<file path="src/verilog/exiop_pkg.sv">
/*
 * Constants and types for the extended I/O block port.
 * Assumes one 100 MHz clock and a synchronous active-low reset.
 */
//
// Operation
// - 32 extended points, direction per eight-point group
// - Points 17-48 form blocks 2 to 5; block read here refuses block 5 and stops at block 4
// - Direction bit one makes block outputs
// - Direction bit 0 is block 2, bit 3 block 5
// - No saved setup: all blocks inputs
// - Save stores direction and output states
// - Set/clear points 1-8, 17-48, outputs only
// - Large variant accepts points 1 through 48
// - Conditional write: non-zero high, zero low
// - Port write first operand drives outputs 1-8
// - Further operands are 16-bit, points 17-48
// - Port bits on input points discarded
// - Omitted operand keeps group, supplied overwrites
// - Operand bit zero is lowest point
// - Block read of 0,2,3,4 returns eight bits
// - Point query covers 1-8 and 17-48
// - Point 17 is block 2 bit zero
package exiop_pkg;

    // ------------------------------------------------------------
    // Widths and reset values
    // ------------------------------------------------------------
    localparam int          EXIOP_NPTS     = 48;
    localparam int          EXIOP_NBLK     = 4;
    localparam logic [3:0]  EXIOP_DIR_RST  = 4'h0;
    localparam logic [47:0] EXIOP_OUT_RST  = 48'h0000_0000_0000;
    localparam logic [7:0]  EXIOP_BYTE_RST = 8'h00;

    // ------------------------------------------------------------
    // Point and block numbers
    // ------------------------------------------------------------
    localparam logic [5:0]  EXIOP_PT_GEN_LO = 6'h01;
    localparam logic [5:0]  EXIOP_PT_GEN_HI = 6'h08;
    localparam logic [5:0]  EXIOP_PT_XTR_HI = 6'h10;
    localparam logic [5:0]  EXIOP_PT_EXT_LO = 6'h11;
    localparam logic [5:0]  EXIOP_PT_EXT_HI = 6'h30;
    localparam logic [2:0]  EXIOP_BLK_GEN   = 3'h0;
    localparam logic [2:0]  EXIOP_BLK_FIRST = 3'h2;
    localparam logic [2:0]  EXIOP_BLK_LAST  = 3'h4;

    // ------------------------------------------------------------
    // Types
    // ------------------------------------------------------------
    typedef enum logic [1:0] {
        EXIOP_OP_SET  = 2'b00,
        EXIOP_OP_CLR  = 2'b01,
        EXIOP_OP_COND = 2'b10
    } exiop_op_t;

    typedef enum logic [0:0] {
        EXIOP_ST_LOAD = 1'b0,
        EXIOP_ST_RUN  = 1'b1
    } exiop_state_t;

endpackage

</file>
<file path="src/verilog/exiop_point_dec.sv">
/*
 * Point number decoder: checks a point number and gives its one-hot
 * position in the 48-bit point vector (bit n-1 for point n).
 * Assumes the number is stable while it is used; purely combinational.
 */
`timescale 1ns/1ps
module exiop_point_dec (
    input  wire logic [5:0]  i_num,
    input  wire logic        i_large,
    output logic             o_ok,
    output logic [47:0]      o_onehot
);
    import exiop_pkg::*;

    wire in_gen = (i_num >= EXIOP_PT_GEN_LO) && (i_num <= EXIOP_PT_GEN_HI);
    wire in_xtr = (i_num > EXIOP_PT_GEN_HI) && (i_num <= EXIOP_PT_XTR_HI);
    wire in_ext = (i_num >= EXIOP_PT_EXT_LO) && (i_num <= EXIOP_PT_EXT_HI);
    wire [5:0] idx = i_num - EXIOP_PT_GEN_LO;

    // Points 9-16 exist only on the large variant
    assign o_ok     = in_gen || in_ext || (in_xtr && i_large);
    assign o_onehot = o_ok ? (48'h0000_0000_0001 << idx)
                           : 48'h0000_0000_0000;
endmodule

</file>
<file path="src/verilog/exiop_port.sv">
/*
 * Extended I/O block port: 16 general outputs, 32 extended points in four
 * switchable blocks, point and whole-port writes, block and point reads,
 * save and restore of the setup through an external nonvolatile store.
 * Assumes all inputs are synchronous to i_clk and that the store answers
 * i_nv_valid in the first cycle after reset release.
 */
`timescale 1ns/1ps
module exiop_port (
    input  wire logic                 i_clk,
    input  wire logic                 i_nrst,
    input  wire logic                 i_large,
    input  wire logic [15:0]          i_gen_in,
    output logic [15:0]               o_gen_out,
    input  wire logic [31:0]          i_ext_in,
    output logic [31:0]               o_ext_out,
    output logic [31:0]               o_ext_oe,
    output logic                      o_ready,
    input  wire logic                 i_dir_we,
    input  wire logic [3:0]           i_dir,
    input  wire logic                 i_pt_valid,
    input  wire exiop_pkg::exiop_op_t i_pt_op,
    input  wire logic [5:0]           i_pt_num,
    input  wire logic [31:0]          i_pt_operand,
    output logic                      o_pt_err,
    input  wire logic                 i_pw_valid,
    input  wire logic                 i_pw_m_valid,
    input  wire logic [7:0]           i_pw_m,
    input  wire logic                 i_pw_a_valid,
    input  wire logic [15:0]          i_pw_a,
    input  wire logic                 i_pw_b_valid,
    input  wire logic [15:0]          i_pw_b,
    input  wire logic                 i_blk_valid,
    input  wire logic [2:0]           i_blk_num,
    output logic                      o_blk_valid,
    output logic [7:0]                o_blk_value,
    output logic                      o_blk_err,
    input  wire logic                 i_q_valid,
    input  wire logic [5:0]           i_q_num,
    output logic                      o_q_valid,
    output logic                      o_q_level,
    output logic                      o_q_err,
    input  wire logic                 i_save,
    output logic                      o_nv_we,
    output logic [3:0]                o_nv_dir,
    output logic [47:0]               o_nv_out,
    input  wire logic                 i_nv_valid,
    input  wire logic [3:0]           i_nv_dir,
    input  wire logic [47:0]          i_nv_out
);
    import exiop_pkg::*;

    // ------------------------------------------------------------
    // State
    // ------------------------------------------------------------
    exiop_state_t  state_reg;
    logic [3:0]    dir_reg;
    logic [47:0]   out_reg;
    logic          pt_err_reg;
    logic          blk_valid_reg;
    logic [7:0]    blk_value_reg;
    logic          blk_err_reg;
    logic          q_valid_reg;
    logic          q_level_reg;
    logic          q_err_reg;
    logic          nv_we_reg;
    logic [3:0]    nv_dir_reg;
    logic [47:0]   nv_out_reg;

    // ------------------------------------------------------------
    // Direction masks
    // ------------------------------------------------------------
    logic [31:0]   ext_mask;
    genvar g;
    generate
        for (g = 0; g < EXIOP_NBLK; g++) begin : g_blk
            // One direction bit steers all eight points
            assign ext_mask[8*g +: 8] = {8{dir_reg[g]}};
        end
    endgenerate

    // Extra outputs 9-16 exist only on the large variant
    wire [7:0]  xtr_mask = i_large ? 8'hFF : 8'h00;
    wire [47:0] wr_mask  = {ext_mask, xtr_mask, 8'hFF};

    // Outputs read back their latch, inputs read their pins
    wire [31:0] ext_level = (out_reg[47:16] & ext_mask)
                          | (i_ext_in & ~ext_mask);
    wire [47:0] level     = {ext_level, i_gen_in};

    wire run = (state_reg == EXIOP_ST_RUN);

    // ------------------------------------------------------------
    // Whole-port write
    // ------------------------------------------------------------
    // Bit zero of each operand is the lowest point
    wire [47:0] pw_val = {i_pw_b, i_pw_a, 8'h00, i_pw_m};
    wire [47:0] pw_sel = {{16{i_pw_b_valid}}, {16{i_pw_a_valid}},
                          8'h00, {8{i_pw_m_valid}}};
    wire [47:0] pw_en  = pw_sel & wr_mask
                       & {48{i_pw_valid && run}};
    wire [47:0] after_pw = (out_reg & ~pw_en) | (pw_val & pw_en);

    // ------------------------------------------------------------
    // Single-point write
    // ------------------------------------------------------------
    logic          pt_ok;
    logic [47:0]   pt_hot;
    exiop_point_dec u_pt_dec (
        .i_num    (i_pt_num),
        .i_large  (i_large),
        .o_ok     (pt_ok),
        .o_onehot (pt_hot)
    );

    // Any set bit of the operand counts as high
    wire pt_bit = (i_pt_op == EXIOP_OP_SET)
               || ((i_pt_op == EXIOP_OP_COND) && (|i_pt_operand));
    // Input-configured points silently keep their pin
    wire [47:0] pt_en = pt_hot & wr_mask & {48{i_pt_valid && run}};
    // A point write lands after a same-cycle port write
    wire [47:0] out_next = (after_pw & ~pt_en) | ({48{pt_bit}} & pt_en);
    wire pt_err_next = i_pt_valid && run && !pt_ok;

    // ------------------------------------------------------------
    // Reads
    // ------------------------------------------------------------
    logic          q_ok;
    logic [47:0]   q_hot;
    exiop_point_dec u_q_dec (
        .i_num    (i_q_num),
        .i_large  (i_large),
        .o_ok     (q_ok),
        .o_onehot (q_hot)
    );

    wire q_level_next = |(level & q_hot);

    wire blk_ext = (i_blk_num >= EXIOP_BLK_FIRST)
                && (i_blk_num <= EXIOP_BLK_LAST);
    wire blk_ok  = blk_ext || (i_blk_num == EXIOP_BLK_GEN);
    wire [1:0] blk_sel = 2'(i_blk_num - EXIOP_BLK_FIRST);
    wire [7:0] blk_next = !blk_ok ? EXIOP_BYTE_RST
                        : blk_ext ? ext_level[8*blk_sel +: 8]
                        : i_gen_in[7:0];

    // ------------------------------------------------------------
    // Setup and restore
    // ------------------------------------------------------------
    // Without a saved image every block starts as input
    wire [3:0]  load_dir = i_nv_valid ? i_nv_dir : EXIOP_DIR_RST;
    wire [47:0] load_out = i_nv_valid ? i_nv_out : EXIOP_OUT_RST;
    wire [3:0]  dir_next = (i_dir_we && run) ? i_dir : dir_reg;

    // ------------------------------------------------------------
    // Registers
    // ------------------------------------------------------------
    always_ff @(posedge i_clk) begin
        if (!i_nrst) begin
            state_reg <= EXIOP_ST_LOAD;
            dir_reg   <= EXIOP_DIR_RST;
            out_reg   <= EXIOP_OUT_RST;
        end else begin
            case (state_reg)
                EXIOP_ST_LOAD: begin
                    state_reg <= EXIOP_ST_RUN;
                    dir_reg   <= load_dir;
                    out_reg   <= load_out;
                end
                default: begin
                    dir_reg   <= dir_next;
                    out_reg   <= out_next;
                end
            endcase
        end
    end

    always_ff @(posedge i_clk) begin
        if (!i_nrst) begin
            pt_err_reg    <= 1'b0;
            blk_valid_reg <= 1'b0;
            blk_value_reg <= EXIOP_BYTE_RST;
            blk_err_reg   <= 1'b0;
            q_valid_reg   <= 1'b0;
            q_level_reg   <= 1'b0;
            q_err_reg     <= 1'b0;
        end else begin
            pt_err_reg    <= pt_err_next;
            blk_valid_reg <= i_blk_valid && run;
            blk_value_reg <= blk_next;
            blk_err_reg   <= i_blk_valid && run && !blk_ok;
            q_valid_reg   <= i_q_valid && run;
            q_level_reg   <= q_level_next;
            q_err_reg     <= i_q_valid && run && !q_ok;
        end
    end

    // Snapshot taken before any same-cycle write lands
    always_ff @(posedge i_clk) begin
        if (!i_nrst) begin
            nv_we_reg  <= 1'b0;
            nv_dir_reg <= EXIOP_DIR_RST;
            nv_out_reg <= EXIOP_OUT_RST;
        end else begin
            nv_we_reg  <= i_save && run;
            if (i_save && run) begin
                nv_dir_reg <= dir_reg;
                nv_out_reg <= out_reg;
            end
        end
    end

    // ------------------------------------------------------------
    // Outputs
    // ------------------------------------------------------------
    assign o_gen_out   = out_reg[15:0] & {xtr_mask, 8'hFF};
    assign o_ext_out   = out_reg[47:16];
    assign o_ext_oe    = ext_mask;
    assign o_ready     = run;
    assign o_pt_err    = pt_err_reg;
    assign o_blk_valid = blk_valid_reg;
    assign o_blk_value = blk_value_reg;
    assign o_blk_err   = blk_err_reg;
    assign o_q_valid   = q_valid_reg;
    assign o_q_level   = q_level_reg;
    assign o_q_err     = q_err_reg;
    assign o_nv_we     = nv_we_reg;
    assign o_nv_dir    = nv_dir_reg;
    assign o_nv_out    = nv_out_reg;
endmodule
</file>
<file path="config.mk">
export PLATFORM = sky130hd
export DESIGN_NAME = exiop_port
export DESIGN_NICKNAME = d
export VERILOG_FILES = /design/src/verilog/exiop_pkg.sv /design/src/verilog/exiop_point_dec.sv /design/src/verilog/exiop_port.sv
export SDC_FILE = /design/constraint.sdc
export NUM_CORES = 1
export LEC_CHECK = 0
export BUFFER_PORTS_ARGS = -buffer_cell sky130_fd_sc_hd__buf_2
export CORE_AREA = 2 2 136 138
export CTS_CLUSTER_SIZE = 14
export DETAILED_ROUTE_END_ITERATION = 8
export DIE_AREA = 0 0 138 140
export HOLD_SLACK_MARGIN = 0.03
export PLACE_DENSITY = 0.73
export SLEW_MARGIN = 20
export SYNTH_ARGS = -nofsm -noshare
export SYNTH_HDL_FRONTEND = slang
export SYNTH_SLANG_ARGS = --single-unit
</file>
<file path="constraint.sdc">
create_clock -name i_clk -period 2.5 [get_ports i_clk]
set_input_delay 0.75 -clock i_clk [delete_from_list [all_inputs] [get_ports i_clk]]
set_output_delay 0.75 -clock i_clk [all_outputs]
set_load 0.02 [all_outputs]
</file>
==> flow_metrics.env <==
export IMPL_drtAntennaViolNets=0
export IMPL_power_total_mw=5.77
export IMPL_setup_viol=0
export IMPL_power_density_nw_per_um2=589
export IMPL_worst_path_buf_inv=2
export IMPL_synth_xor_area_frac=0.00127
export IMPL_reg2regPathDepth=5
export IMPL_crit_slowest_cell="dfxtp_1"
export IMPL_critPathLaunchType="flop"
export IMPL_post_cts_buffers=0
export IMPL_yosys_area_top_type_share=0.348
export IMPL_cts_buffers=17
export IMPL_fin_nets=1443
export IMPL_grt_ovfl_total=0
export IMPL_synth_top_family_by_area="compound AO/OA/AOI/OAI gates"
export IMPL_coreArea_sq_um=17800
export IMPL_tns_ns=0
export IMPL_synth_compound_area_frac=0.232
export IMPL_firstDrtPassIters=5
export IMPL_wl_met3_mm=2.56
export IMPL_slew_violations=0
export IMPL_grt_max_degree=44
export IMPL_ys_seq_area_frac=0.348
export IMPL_final_period_utilization=0.891
export IMPL_synth_area_leaders="dfxtp_1, nand2_1, a21oi_1"
export IMPL_muxShareOfSynthArea=0.102
export IMPL_clk_pin_slew_worst_paths_ns=0.06
export IMPL_hold_worst_slack_ns=0.451
export IMPL_wl_met2_mm=14.8
export IMPL_cp_cell_sequence="buf_4, buf_2"
export IMPL_antenna_found_initial=1
export IMPL_die_x_um=138
export IMPL_n_antenna_cell=0
export IMPL_cp_end_kind="output port"
export IMPL_place_area_sq_um=9170
export IMPL_area_growth_pct=41.9
export IMPL_ys_top_cells_by_count="nand2_1, dfxtp_1, a21oi_1"
export IMPL_slew_headroom=0.568
export IMPL_r2r_start="o_ready"
export IMPL_gp_congestion=0.988
export IMPL_async_reset_ff_frac=0
export IMPL_arrival_ns=1.48
export IMPL_synth_edf_count=0
export IMPL_finish_instance_area_sq_um=9790
export IMPL_critical_path_top_delay_family="flip-flops"
export IMPL_yosys_cell_count_top_type="nand2_1"
export IMPL_cts_buffer_depth=2
export IMPL_regToRegSetupSlack_ns=0.36
export IMPL_synthDistinctLibCells=66
export IMPL_root_buffer="clkbuf_16"
export IMPL_min_path_type="reg -> reg"
export IMPL_worstPathMaxFanout=11
export IMPL_rsz0062_at_grt="false"
export IMPL_outcome="complete, no violations"
export IMPL_grt_pass1_wl_mm=45.7
export IMPL_post_dp_hpwl_mm=24.4
export IMPL_yosys_warnings=0
export IMPL_vias=8234
export IMPL_yosys_area_share_simple=0.227
export IMPL_via_per_inst=5.58
export IMPL_hold_viol_final=0
export IMPL_cts_hold_fix_buffers=0
export IMPL_syn_area_sq_um=6900
export IMPL_cts_tree="yes"
export IMPL_tightestPinTransition_ns=0.645
export IMPL_remaining_drc_errors=0
export IMPL_crit_type="reg -> out"
export IMPL_path_depth=2
export IMPL_wl_per_cell_um=20.9
export IMPL_dr_first_iter_drc_count=557
export IMPL_top_layer_used="met5"
export IMPL_ios=354
export IMPL_multi_input_area_sq_um=3950
export IMPL_track_usage=0.305
export IMPL_synthAdderAreaFrac=0.00725
export IMPL_max_freq_mhz=449
export IMPL_clock_sinks=120
export IMPL_critPathCapture="o_ready"
export IMPL_p_leak_nw=4.53
export IMPL_start_util=0.388
export IMPL_netlist_instances=877
export IMPL_cp_required_ns=1.75
export IMPL_clk_latency_ns=0.42
export IMPL_seq_area_sq_um=2400
export IMPL_synth_seq_cells=120
export IMPL_vdd_drop_max_mv=0.450
export IMPL_drv_cap=0
export IMPL_rows=49
export IMPL_wl_met1_mm=12.5
export IMPL_startpoint="o_ready"
export IMPL_slowest_delay_ns=0.63
export IMPL_cts_resized=0
export IMPL_dieHeight_um=140
export IMPL_synth_top_cell_by_area="dfxtp_1"
export IMPL_drive_above_1_share=0.413
export IMPL_port_buffers=353
export IMPL_grt_pass1_vias=7924
export IMPL_num_fill_cells=1687
export IMPL_synth_nets=1087
export IMPL_die_area_sq_um=19300
export IMPL_fin_crit_ns=2.23
export IMPL_syn_area_per_cell_sq_um=7.87
export IMPL_wl_mm=30.8
export IMPL_ys_dominant_reg_cell="dfxtp_1"
export IMPL_utilization=0.551
export IMPL_skew_ns=0.00980
export IMPL_cts_htree_levels=4
power breakdown:
group,internal [mW],total (mW),switching (mW)
registers,1.98,2.06,0.0735
clock network,1.60,2.62,1.02
logic,0.457,1.10,0.639
routing by layer:
layer / vias to the layer above / global-route usage
li1: 3869 / -
met1: 3834 / 0.380
met2: 462 / 0.520
met3: 67 / 0.0732
met4: 2 / 0.102
met5: - / 0
area by class of cell:
class	count	share of cell area
Clock buffer	18	0.0438
Timing Repair Buffer	431	0.250
Clock inverter	14	0.0193
Multi-Input combinational cell	640	0.403
Inverter	23	0.00882
Tap cell	229	0.0293
Sequential cell	120	0.245
through the flow:
stage          std cells  setup WS, ns
2_1_floorplan        877       0.00679
3_3_place_gp        1443       -0.0900
3_5_place_dp        1443       -0.0860
4_1_cts             1475         0.275
5_1_grt             1475         0.202
6_report            1475         0.273
worst register-to-register path, delay by kind of cell, from the launching register on:
kind / cells / cell delay [ns]
multiplexers: 1 / 0.43
AO/OA/AOI/OAI: 2 / 0.28
AND/OR/NAND/NOR: 1 / 0.41
buffers and inverters: 1 / 0.27
flip-flops: 1 / 0.63
logic make-up after synthesis:
| group | count (synthesis) |
|---|---|
| and+or+nand+nor | 327 |
| AOI/OAI and AO/OA | 245 |
| DFF | 120 |
| buffers and inverters | 117 |
| muxes | 63 |
| adders and majority gates | 4 |
| xor gates and xnor gates | 1 |
how the worst min path moves through the flow:
stage                     slack, ns  cells past startpoint    startpoint           end
final                          0.45                      2  o_nv_out[27]  o_nv_out[27]
after global routing           0.47                      2  o_nv_out[11]  o_nv_out[11]
after CTS                      0.45                      2  o_nv_out[30]  o_nv_out[30]
after detailed placement       0.44                      2  o_nv_out[30]  o_nv_out[30]
after global placement         0.44                      2  o_nv_out[28]  o_nv_out[28]
after floorplan                0.44                      2          flop  o_nv_out[11]
cell usage in the layout, fill, tap and decap left out, types with 5 or more instances in the layout:
| cell | count |
|---|---|
| buf_2 | 353 |
| nand2_1 | 173 |
| dfxtp_1 | 120 |
| a21oi_1 | 77 |
| buf_4 | 70 |
| o21ai_0 | 53 |
| nor2_1 | 37 |
| mux2i_1 | 32 |
| mux2_2 | 28 |
| a32oi_1 | 24 |
| inv_1 | 22 |
| nand3_1 | 20 |
| a221oi_1 | 19 |
| and2_1 | 17 |
| a31oi_1 | 17 |
| clkbuf_16 | 17 |
| nor4_1 | 13 |
| o211ai_1 | 13 |
| and3_1 | 12 |
| buf_12 | 8 |
| nand4_1 | 7 |
| o311a_1 | 7 |
| o22ai_1 | 6 |
| nor3_1 | 5 |
| nor2b_1 | 5 |
(Power assumes the default switching activity.)
